### src/hw/mcf_regs.svh
// Constants for the machine check frame and acknowledge block
`ifndef MCF_REGS_SVH
`define MCF_REGS_SVH
`define MCF_IPR_ACK 6'h26
`define MCF_CODE_WRITE_ERR 8'h12
`define MCF_CODE_BUS_UNDEF 8'h13
`define MCF_CODE_READ_CACHE 8'h10
`define MCF_CODE_READ_BUS 8'h11
`define MCF_SLOT_CODE 4'h1
`define MCF_SLOT_VADDR 4'h2
`define MCF_SLOT_PREFETCH 4'h3
`define MCF_SLOT_SUMMARY 4'h4
`define MCF_SLOT_STATE 4'h5
`define MCF_SLOT_SHIFT 4'h6
`define MCF_SLOT_PC 4'h7
`define MCF_SLOT_PSW 4'h8
`define MCF_SLOT_LAST 4'h8
`define MCF_SUM_IE_BIT 22
`define MCF_ICLK_IE_BIT 6
`define MCF_FRAME_BYTES 8'h20
`endif

### src/hw/mcf_pkg.sv
// Types shared by the machine check frame block
package mcf_pkg;
    typedef enum logic [2:0] {
        MCF_AT_READ = 3'h0,
        MCF_AT_WRITE = 3'h1,
        MCF_AT_MODIFY = 3'h2,
        MCF_AT_ADDRESS = 3'h5,
        MCF_AT_VARBIT = 3'h6,
        MCF_AT_BRANCH = 3'h7
    } mcf_access_e;
    typedef enum logic [1:0] {
        MCF_DL_BYTE = 2'h0,
        MCF_DL_WORD = 2'h1,
        MCF_DL_LONG = 2'h2,
        MCF_DL_QUAD = 2'h3
    } mcf_length_e;
    typedef logic [31:0] mcf_word_t;
endpackage

### src/hw/mcf_state_pack.sv
// Packs the internal state longword of the machine check frame
`timescale 1ns/100ps
`default_nettype none
module mcf_state_pack (
    input wire logic [31:0] cur_pc,
    input wire logic [31:0] backup_pc,
    input wire logic [2:0] access_type,
    input wire logic [1:0] data_length,
    input wire logic [7:0] opcode,
    input wire logic [3:0] dest_reg_number,
    output logic [31:0] state_word
);
    logic [31:0] delta_pc;
    always_comb begin
        delta_pc = cur_pc - backup_pc;
        state_word = {delta_pc[7:0],
                      3'h0,
                      access_type,
                      data_length,
                      opcode,
                      4'h0,
                      dest_reg_number};
    end
endmodule
`default_nettype wire

### src/hw/mcf_frame.sv
// Machine check frame builder with in-progress flag and acknowledge register
`include "mcf_regs.svh"
`timescale 1ns/100ps
`default_nettype none
module mcf_frame (
    input wire logic clk_sys,
    input wire logic sys_rst,
    input wire logic write_bus_err,
    input wire logic bus_undef_state,
    input wire logic read_err,
    input wire logic [7:0] read_err_code,
    input wire logic other_check,
    input wire logic [7:0] other_check_code,
    input wire logic mm_exception,
    input wire logic [31:0] virtual_address_capture,
    input wire logic [31:0] prefetch_address_pointer,
    input wire logic [31:0] interval_clock_ctrl,
    input wire logic [15:0] soft_irq_summary,
    input wire logic [31:0] cur_pc,
    input wire logic [31:0] backup_pc,
    input wire logic [2:0] access_type,
    input wire logic [1:0] data_length,
    input wire logic [7:0] opcode,
    input wire logic [3:0] dest_reg_number,
    input wire logic [31:0] shift_count,
    input wire logic [31:0] inst_start_pc,
    input wire logic [31:0] processor_status_word,
    input wire logic [31:0] sp_base,
    input wire logic ipr_wr,
    input wire logic [5:0] ipr_num,
    input wire logic [31:0] ipr_wdata,
    input wire logic push_ready,
    output logic push_valid,
    output logic [31:0] push_addr,
    output logic [31:0] push_data,
    output logic machine_check_abort,
    output logic [7:0] check_code,
    output logic check_in_progress,
    output logic double_error_halt,
    output logic frame_done
);
    ////////////////////////////////////////////////////////////////////////
    typedef enum logic [1:0] {MCF_IDLE, MCF_PUSH, MCF_HALT} mcf_state_e;
    mcf_state_e state_reg, state_next;
    logic [3:0] slot_reg, slot_next;
    logic [7:0] code_reg, code_next;
    mcf_pkg::mcf_word_t snap_reg [1:8];
    mcf_pkg::mcf_word_t snap_next [1:8];
    logic [31:0] sp_reg, sp_next;
    logic busy_reg, busy_next;
    logic done_reg, done_next;
    logic [31:0] state_word;
    logic check_any;
    logic [7:0] code_sel;
    logic ack_wr;
    ////////////////////////////////////////////////////////////////////////
    mcf_state_pack u_pack (
        .cur_pc(cur_pc),
        .backup_pc(backup_pc),
        .access_type(access_type),
        .data_length(data_length),
        .opcode(opcode),
        .dest_reg_number(dest_reg_number),
        .state_word(state_word)
    );
    // Data is ignored; any write to IPR 6'h26 acknowledges, but only in the idle state
    assign ack_wr = ipr_wr && (ipr_num == `MCF_IPR_ACK);
    assign check_any = write_bus_err || bus_undef_state || read_err || other_check;
    // Bus undefined outranks a write error; both outrank the rest
    always_comb begin
        if (bus_undef_state) begin
            code_sel = `MCF_CODE_BUS_UNDEF;
        end else if (write_bus_err) begin
            code_sel = `MCF_CODE_WRITE_ERR;
        end else if (read_err) begin
            code_sel = read_err_code;
        end else begin
            code_sel = other_check_code;
        end
    end
    ////////////////////////////////////////////////////////////////////////
    always_comb begin
        state_next = state_reg;
        slot_next = slot_reg;
        code_next = code_reg;
        sp_next = sp_reg;
        busy_next = busy_reg;
        done_next = 1'b0;
        for (int i = 1; i <= 8; i++) begin
            snap_next[i] = snap_reg[i];
        end
        unique case (state_reg)
            MCF_IDLE: begin
                if (ack_wr) begin
                    busy_next = 1'b0;
                end
                if ((check_any || mm_exception) && busy_reg && !ack_wr) begin
                    state_next = MCF_HALT;
                end else if (check_any) begin
                    state_next = MCF_PUSH;
                    slot_next = `MCF_SLOT_CODE;
                    code_next = code_sel;
                    sp_next = sp_base;
                    snap_next[`MCF_SLOT_CODE] = {24'h0, code_sel};
                    snap_next[`MCF_SLOT_VADDR] = virtual_address_capture;
                    snap_next[`MCF_SLOT_PREFETCH] = prefetch_address_pointer;
                    snap_next[`MCF_SLOT_SUMMARY] = {9'h0,
                        interval_clock_ctrl[`MCF_ICLK_IE_BIT],
                        6'h0, soft_irq_summary};
                    snap_next[`MCF_SLOT_STATE] = state_word;
                    snap_next[`MCF_SLOT_SHIFT] = shift_count;
                    snap_next[`MCF_SLOT_PC] = inst_start_pc;
                    snap_next[`MCF_SLOT_PSW] = processor_status_word;
                end
            end
            MCF_PUSH: begin
                if (push_ready) begin
                    if (slot_reg == `MCF_SLOT_LAST) begin
                        state_next = MCF_IDLE;
                        busy_next = 1'b1;
                        done_next = 1'b1;
                    end else begin
                        slot_next = slot_reg + 4'h1;
                    end
                end
            end
            MCF_HALT: begin
                state_next = MCF_HALT;
            end
        endcase
    end
    ////////////////////////////////////////////////////////////////////////
    always_ff @(posedge clk_sys) begin
        if (sys_rst) begin
            state_reg <= MCF_IDLE;
            slot_reg <= 4'h0;
            code_reg <= 8'h0;
            sp_reg <= 32'h0;
            busy_reg <= 1'b0;
            done_reg <= 1'b0;
            for (int i = 1; i <= 8; i++) begin
                snap_reg[i] <= 32'h0;
            end
        end else begin
            state_reg <= state_next;
            slot_reg <= slot_next;
            code_reg <= code_next;
            sp_reg <= sp_next;
            busy_reg <= busy_next;
            done_reg <= done_next;
            for (int i = 1; i <= 8; i++) begin
                snap_reg[i] <= snap_next[i];
            end
        end
    end
    ////////////////////////////////////////////////////////////////////////
    function automatic logic [31:0] slot_offset(input logic [3:0] slot);
        return {26'h0, slot, 2'h0};
    endfunction
    // Slot n lands at SP+4n: code at SP+4, address at SP+8, status word at SP+32
    always_comb begin
        push_valid = (state_reg == MCF_PUSH);
        push_addr = sp_reg + slot_offset(slot_reg);
        push_data = (state_reg == MCF_PUSH) ? snap_reg[slot_reg] : 32'h0;
        machine_check_abort = (state_reg == MCF_PUSH);
        check_code = code_reg;
        check_in_progress = busy_reg;
        double_error_halt = (state_reg == MCF_HALT);
        frame_done = done_reg;
    end
    ////////////////////////////////////////////////////////////////////////
    property p_write_code;
        @(posedge clk_sys) disable iff (sys_rst)
        (state_reg == MCF_IDLE && !busy_reg && write_bus_err && !bus_undef_state)
            |=> (check_code == `MCF_CODE_WRITE_ERR);
    endproperty
    a_write_code: assert property (p_write_code) else $error("write error code wrong");
    property p_undef_code;
        @(posedge clk_sys) disable iff (sys_rst)
        (state_reg == MCF_IDLE && !busy_reg && bus_undef_state)
            |=> (check_code == `MCF_CODE_BUS_UNDEF);
    endproperty
    a_undef_code: assert property (p_undef_code) else $error("bus state code wrong");
    property p_vaddr_slot;
        @(posedge clk_sys) disable iff (sys_rst)
        (push_valid && slot_reg == `MCF_SLOT_VADDR)
            |-> (push_addr == sp_reg + 32'h8);
    endproperty
    a_vaddr_slot: assert property (p_vaddr_slot) else $error("address slot offset wrong");
    property p_psw_slot;
        @(posedge clk_sys) disable iff (sys_rst)
        (push_valid && slot_reg == `MCF_SLOT_PSW) |-> (push_addr == sp_reg + 32'h20);
    endproperty
    a_psw_slot: assert property (p_psw_slot) else $error("status slot offset wrong");
    property p_state_zero;
        @(posedge clk_sys) disable iff (sys_rst)
        1'b1 |-> (state_word[23] == 1'b0 && state_word[21] == 1'b0 && state_word[7:4] == 4'h0);
    endproperty
    a_state_zero: assert property (p_state_zero) else $error("unused state bits set");
    property p_busy_set;
        @(posedge clk_sys) disable iff (sys_rst)
        (push_valid && push_ready && slot_reg == `MCF_SLOT_LAST) |=> check_in_progress;
    endproperty
    a_busy_set: assert property (p_busy_set) else $error("in-progress not set");
    property p_halt;
        @(posedge clk_sys) disable iff (sys_rst)
        (state_reg == MCF_IDLE && busy_reg && !ack_wr && (check_any || mm_exception))
            |=> double_error_halt [*2];
    endproperty
    a_halt: assert property (p_halt) else $error("double error not halted");
    property p_ack;
        @(posedge clk_sys) disable iff (sys_rst)
        (state_reg == MCF_IDLE && ack_wr) |=> !check_in_progress;
    endproperty
    a_ack: assert property (p_ack) else $error("acknowledge did not clear");
    property p_prefetch_slot;
        @(posedge clk_sys) disable iff (sys_rst)
        (push_valid && slot_reg == `MCF_SLOT_PREFETCH) |-> (push_addr == sp_reg + 32'hc);
    endproperty
    a_prefetch_slot: assert property (p_prefetch_slot) else $error("prefetch slot bad");
    property p_summary_slot;
        @(posedge clk_sys) disable iff (sys_rst)
        (push_valid && slot_reg == `MCF_SLOT_SUMMARY)
            |-> (push_addr == sp_reg + 32'h10 && push_data[31:23] == 9'h0
                && push_data[21:16] == 6'h0);
    endproperty
    a_summary_slot: assert property (p_summary_slot) else $error("summary bad");
    property p_state_slot;
        @(posedge clk_sys) disable iff (sys_rst)
        (push_valid && slot_reg == `MCF_SLOT_STATE) |-> (push_addr == sp_reg + 32'h14);
    endproperty
    a_state_slot: assert property (p_state_slot) else $error("state slot bad");
    property p_shift_slot;
        @(posedge clk_sys) disable iff (sys_rst)
        (push_valid && slot_reg == `MCF_SLOT_SHIFT) |-> (push_addr == sp_reg + 32'h18);
    endproperty
    a_shift_slot: assert property (p_shift_slot) else $error("shift slot bad");
    property p_pc_slot;
        @(posedge clk_sys) disable iff (sys_rst)
        (push_valid && slot_reg == `MCF_SLOT_PC) |-> (push_addr == sp_reg + 32'h1c);
    endproperty
    a_pc_slot: assert property (p_pc_slot) else $error("pc slot bad");
    property p_read_code;
        @(posedge clk_sys) disable iff (sys_rst)
        (state_reg == MCF_IDLE && (!busy_reg || ack_wr) && read_err && !write_bus_err
            && !bus_undef_state) |=> (check_code == $past(read_err_code));
    endproperty
    a_read_code: assert property (p_read_code) else $error("read code bad");
    // The snapshot is taken on the check edge; later input changes must not leak in
    property p_sum_capture;
        @(posedge clk_sys) disable iff (sys_rst)
        (state_reg == MCF_IDLE && (!busy_reg || ack_wr) && check_any)
            |=> (snap_reg[`MCF_SLOT_SUMMARY][`MCF_SUM_IE_BIT]
                == $past(interval_clock_ctrl[`MCF_ICLK_IE_BIT])
                && snap_reg[`MCF_SLOT_SUMMARY][15:0] == $past(soft_irq_summary));
    endproperty
    a_sum_capture: assert property (p_sum_capture) else $error("capture bad");
    // Only the low byte of the PC difference fits the field
    property p_delta_pc;
        @(posedge clk_sys) disable iff (sys_rst)
        1'b1 |-> (state_word[31:24] == 8'(cur_pc - backup_pc));
    endproperty
    a_delta_pc: assert property (p_delta_pc) else $error("delta pc bad");
    property p_state_type;
        @(posedge clk_sys) disable iff (sys_rst)
        1'b1 |-> (state_word[20:18] == access_type && state_word[17:16] == data_length);
    endproperty
    a_state_type: assert property (p_state_type) else $error("type bad");
    property p_state_ops;
        @(posedge clk_sys) disable iff (sys_rst)
        1'b1 |-> (state_word[15:8] == opcode && state_word[3:0] == dest_reg_number);
    endproperty
    a_state_ops: assert property (p_state_ops) else $error("opcode bad");
    // A stalled word must stand or the stack writer could store a mix of two slots
    property p_stall_hold;
        @(posedge clk_sys) disable iff (sys_rst)
        (push_valid && !push_ready)
            |=> (push_valid && $stable(push_addr) && $stable(push_data));
    endproperty
    a_stall_hold: assert property (p_stall_hold) else $error("stall not held");
    property p_done_pulse;
        @(posedge clk_sys) disable iff (sys_rst)
        frame_done |=> !frame_done;
    endproperty
    a_done_pulse: assert property (p_done_pulse) else $error("done too long");
    property p_halt_sticky;
        @(posedge clk_sys) disable iff (sys_rst)
        double_error_halt |=> double_error_halt;
    endproperty
    a_halt_sticky: assert property (p_halt_sticky) else $error("halt left");
endmodule
`default_nettype wire

### config.mk
export PLATFORM = sky130hd
export DESIGN_NAME = mcf_frame
export DESIGN_NICKNAME = d
export VERILOG_FILES = /design/src/hw/mcf_pkg.sv /design/src/hw/mcf_state_pack.sv /design/src/hw/mcf_frame.sv
export VERILOG_INCLUDE_DIRS = /design/src /design/src/hw
export SDC_FILE = /design/constraint.sdc
export NUM_CORES = 1
export LEC_CHECK = 0
export BUFFER_PORTS_ARGS = -buffer_cell sky130_fd_sc_hd__buf_4
export CAP_MARGIN = 0
export CELL_PAD_IN_SITES_DETAIL_PLACEMENT = 2
export CELL_PAD_IN_SITES_GLOBAL_PLACEMENT = 2
export CORE_UTILIZATION = 31
export CTS_CLUSTER_DIAMETER = 60
export DETAILED_ROUTE_END_ITERATION = 10
export PLACE_DENSITY = 0.83
export SETUP_SLACK_MARGIN = 0.05
export SLEW_MARGIN = 20
export SYNTH_ARGS = -nofsm -noshare
export SYNTH_HDL_FRONTEND = slang
export SYNTH_SLANG_ARGS = --single-unit
### constraint.sdc
create_clock -name clk_sys -period 8.18 [get_ports clk_sys]
set_input_delay 0.818 -clock clk_sys [delete_from_list [all_inputs] [get_ports clk_sys]]
set_output_delay 0.818 -clock clk_sys [all_outputs]
set_load 0.05 [all_outputs]
Word-level counts from Yosys, hierarchy flattened
Memory sizes are Yosys's and may differ from the RTL's. A register that Yosys moved wholly into a read port is not among the register bits.
Cells that the tools add are included.
{ "totals": {"latch_bits": 0, "reg_bits": 48, "output_inout_bits": 77, "word_cells": 86, "in_bits": 384, "mem_bits_ro": 0, "mem_bits_rw": 256, "memories": 1} }
{ "op_classes": {"mux": 35, "n_mul": 0, "add_sub_neg": 3, "n_eq_ne": 14, "magnitude_cmp": 0, "div": 0, "reduce_logical": 16, "shifts": 0, "bitwise_logic": 11} }
{ "mem_list": {"columns": ["memory", "depth", "width", "rd", "rd_clocked_by_memory_dff", "wr", "line_no", "rtl"], "rows": [
  ["snap_reg", 8, 32, 1, 1, 8, "mcf_frame.sv:47", "mcf_pkg::mcf_word_t snap_reg [1:8];"]
]} }
{ "ops": {"columns": ["cell", "count"], "rows": [
  ["2-to-1 mux 256 bit", 3],
  ["2-to-1 mux 32 bit", 9],
  ["adder 32 x 6 -> 32 bit", 1],
  ["2-to-1 mux 4 bit", 6],
  ["2-to-1 mux 8 bit", 3],
  ["!= test 2 bit (second input constant)", 6],
  ["2-to-1 mux 2 bit", 4],
  ["bitwise OR 1 bit", 8],
  ["one-hot mux 4 bit (2 select lines)", 1],
  ["AND reduction 4 bit", 2],
  ["subtractor 8 bit", 1],
  ["2-to-1 mux 1 bit", 7],
  ["equality test 6 bit (second input constant)", 1],
  ["!= test 3 bit (second input constant)", 2],
  ["one-hot mux 2 bit (3 select lines)", 1],
  ["AND reduction 3 bit", 2],
  ["AND reduction 5 bit", 1],
  ["adder 4 x 1 -> 4 bit (second input constant)", 1],
  ["equality test 4 bit (second input constant)", 1],
  ["logical OR 1 bit", 4],
  ["logical AND 1 bit", 3],
  ["inverter 1 bit", 3],
  ["OR reduction 3 bit", 1],
  ["equality test 2 x 1 -> 1 bit (second input constant)", 1],
  ["7 further kinds", 7]
]} }

Depth between registers and ports, before layout
{ "depth": {"depth_word": 10, "mapped_depth": 9} }

Cells and area by module
From an unflattened synthesis, not the netlist that was laid out.
{ "unflattened": {"cells_unflattened": 1047, "hier_area_um2": 13036.3} }
{ "modules_own_cells": {"columns": ["mod", "area_per_inst_um2", "n_inst", "cells_per_inst"], "rows": [
  ["mcf_frame", 12524.5, 1, 974],
  ["mcf_state_pack", 511.7, 1, 73]
]} }

Worst setup path before layout
OpenSTA, ideal clock, no wires.
{ "synth_path": {"kind": "input to register", "from": "input port ipr_num[4]", "to": "memory snap_reg[1][0] (netlist name), enable pin", "slack_ns": 1.789, "path_stages": 6, "arrival_ns": 5.831, "n_path_buf": 1, "cell_sequence": "nand4b_4 o41a_4 nor2_1 nor2_2 clkbuf_1 inv_1"} }
{ "synth_rtl": {"columns": ["item", "line_no", "rtl"], "rows": [
  ["start: declaration", "mcf_frame.sv:30", "input wire logic [5:0] ipr_num,"],
  ["end: declaration", "mcf_frame.sv:47", null]
]} }

Worst setup path in the final report
{ "layout_path": {"from": "register slot_reg[0]", "to": "output port push_addr[24]"} }
{ "layout_via": {"elab_chain_len": 1} }
{ "layout_lines": {"columns": ["item", "line_no", "rtl"], "rows": [
  ["start: declaration", "mcf_frame.sv:45", "logic [3:0] slot_reg, slot_next;"],
  ["start signal: assignment", "mcf_frame.sv:146", "slot_reg <= slot_next;"],
  ["adder 32 x 6 -> 32 bit", "mcf_frame.sv:163", "push_addr = sp_reg + slot_offset(slot_reg);"],
  ["end: declaration", "mcf_frame.sv:34", "output logic [31:0] push_addr,"]
]} }
Every way passes these cells.

==> results.py <==
metrics = {
    "status": {
        "status": "finished, final reports clean",
    },
    "cells_and_area": {
        "final_common_cell": "buf_4",
        "layout_common_cells": "buf_4 (358), edfxtp_1 (210), and2_1 (195), nor2_1 (70), a21oi_1 (67)",
        "utilization": 0.426,
        "fin_area_um2": 16700,
        "final_nets": 1744,
        "area_delta_synth_final_pct": 34.3,
        "drive_gt1_frac": 0.335,
        "largest_reg_flops": 210,
    },
    "timing": {
        "worst_pin_slew_ns": 0.919,
        "fin_skew_ns": 0.0235,
        "rsz0062_at_grt": "false",
        "fin_setup_tns_ns": 0,
        "hold_viol": 0,
        "period_share": 0.480,
        "relSlewSlack": 0.388,
        "maxSlewViolCount": 0,
        "finalCriticalPeriod_ns": 3.93,
        "setup_violations": 0,
        "clock.fmax_mhz": 255,
    },
    "floorplan": {
        "core_area_um2": 39100,
        "dieWidth_um": 202,
        "ioPinCount": 461,
        "placementRows": 72,
        "die_h_um": 202,
        "dieArea_um2": 40800,
        "start_util": 0.317,
    },
    "clock_network": {
        "cts_buffer_depth": 3,
        "post_cts_buffers": 0,
        "clock_sinks": 262,
        "numCtsBuffers": 36,
        "cts_tree": "yes",
        "clock_latency_ns": 0.54,
        "cts_resized": 0,
        "hold_buffers": 0,
        "clockRootBuffer": "clkbuf_16",
        "htree_levels": 2,
        "path_clk_slew_ns": 0.05,
    },
    "synth": {
        "synthCells": 1009,
        "ys_warn_count": 0,
        "syn_avg_cell_area_um2": 12.3,
        "ys_types": 55,
        "synth_area_um2": 12400,
        "async_reset_ff_frac": 0,
        "synth_edf_count": 210,
        "ys_seq_area_frac": 0.592,
        "syn-num-nets": 1411,
        "synth-seq-cells": 262,
        "synth_top_flop_cell": "edfxtp_1",
    },
    "drt": {
        "dr_wl_met3_um": 2090,
        "ant_nets": 0,
        "first_pass_iters": 4,
        "wire_per_inst_um": 22.3,
        "wl_met1_um": 17200,
        "route.met2.wl_um": 21300,
        "vias": 9369,
        "avgViaCountPerCell": 4.95,
        "wl_um": 42200,
        "drt_iter0_markers": 445,
        "drc": 0,
        "dr.max_layer_used": "met5",
    },
    "min_path": {
        "min_path_type": "flop to flop",
    },
    "run": {
        "cap_viol_max_count": 0,
    },
    "critical_path": {
        "worstPathRequired_ns": 7.36,
        "worstPathMaxFanout": 11,
        "crit_type": "flop to primary output",
        "cp-end-kind": "primary output",
        "cp.arrival_ns": 3.11,
        "critPathLaunchType": "flop",
        "rrSetupSlack_ns": 4.75,
    },
    "placed_design": {
        "dp_hpwl_um": 29500,
        "gp_congestion": 0.803,
        "portBuffers": 349,
        "place_area_um2": 15500,
    },
    "grt": {
        "overflow": 0,
        "grt_pass1_wl_um": 63500,
        "antenna_found_initial": 5,
        "grt_max_degree": 129,
        "grt_util_all_layers": 0.206,
        "grt_pass1_vias": 10505,
    },
    "pwr": {
        "intPower_uw": 3630,
        "switching_share": 0.347,
        "switching_power_uw": 1930,
        "clkPwrFrac": 0.274,
        "p_comb_frac": 0.316,
        "power.density_nw_per_um2": 334,
        "pwr-share-seq": 0.410,
        "ir_drop_uv": 136,
        "leakagePower_uw": 0.00695,
    },
}
routing by layer:
metal | vias to the layer above | GRT usage
met5 | - | 0
met4 | 2 | 0.0934
met3 | 83 | 0.0400
met2 | 270 | 0.361
met1 | 4686 | 0.243
li1 | 4328 | -
stage by stage:
step	total power [uW]	setup slack [ns]	hold slack, ns	cells
floorplan	3470	1.79	0.449	1009
global placement	3960	3.97	0.437	1821
detailed placement	4080	3.89	0.449	1821
CTS	5640	4.00	0.465	1886
global route	5830	4.01	0.475	1891
finish	5560	4.25	0.460	1891
power groups by stage:
stage	clock network, uW	logic [uW]	registers (uW)
5_1_grt	1610	1900	2330
3_3_place_gp	0	1710	2250
2_1_floorplan	0	1200	2270
4_1_cts	1560	1790	2290
3_5_place_dp	0	1770	2300
6_report	1520	1760	2280
final cells by class:
class	instances	area (um^2)
Antenna cell	4	10.0
Tap cell	518	648
Timing Repair Buffer	359	2720
Inverter	29	116
Clock inverter	15	139
Fill cell	4070	22400
Multi-Input combinational cell	654	4690
Clock buffer	50	995
Sequential cell	262	7350
final timing paths:
check / start / depth (start not counted) / to
hold reg to reg: check_code[0] / 1 / check_code[0]
setup reg to reg: state_reg[0] / 9 / snap_reg[2][0]
setup / recovery: slot_reg[0] / 9 / push_addr[24]
hold / removal: check_code[0] / 1 / check_code[0]
cell families (layout without fill, tap and decap cells):
family                     count (synthesis)  in the layout  synth area share
other                                      0              4                 0
adders and majority gates                 18             18            0.0194
muxes                                     72             72            0.0740
DFF                                      262            262             0.592
and+or+nand+nor                          334            334             0.154
xor gates and xnor gates                  29             29            0.0205
AOI/OAI and AO/OA                        201            201             0.109
buffers and inverters                     93            453            0.0317
Yosys cell counts (5+ instances only):
library cell  instances  area (um^2)
ha_1                 16          200
a22oi_1               8         60.1
nor2b_1               8         50.1
nand2_1              13         48.8
a211oi_1              7         52.6
inv_1                27          101
dfxtp_1              52         1040
a21oi_1              67          335
buf_2                11         55.1
nand4_1               8         50.1
nor3_1                7         35.0
a22o_1               50          438
mux2_2               18          203
o2bb2ai_1             5         43.8
edfxtp_1            210         6310
clkbuf_1             42          158
xor2_1                9         78.8
nor2_1               70          263
o21ai_0              40          200
mux4_2               14          315
mux2i_1              40          400
nand3_1              15         75.1
and2_1              195         1220
a21o_1                5         37.5
buf_4                 6         45.0
xnor2_1              20          175
worst max-delay path, cell delays in order, from the launching register on:
cell	delay (ns)
dfxtp_1	0.46
ha_1	0.23
inv_1	0.06
fa_1	0.40
nor2b_1	0.21
o31a_1	0.45
nand2_1	0.18
nor3_1	0.21
xor2_1	0.17
buf_4	0.21
Power figures use the tool's default switching activity.
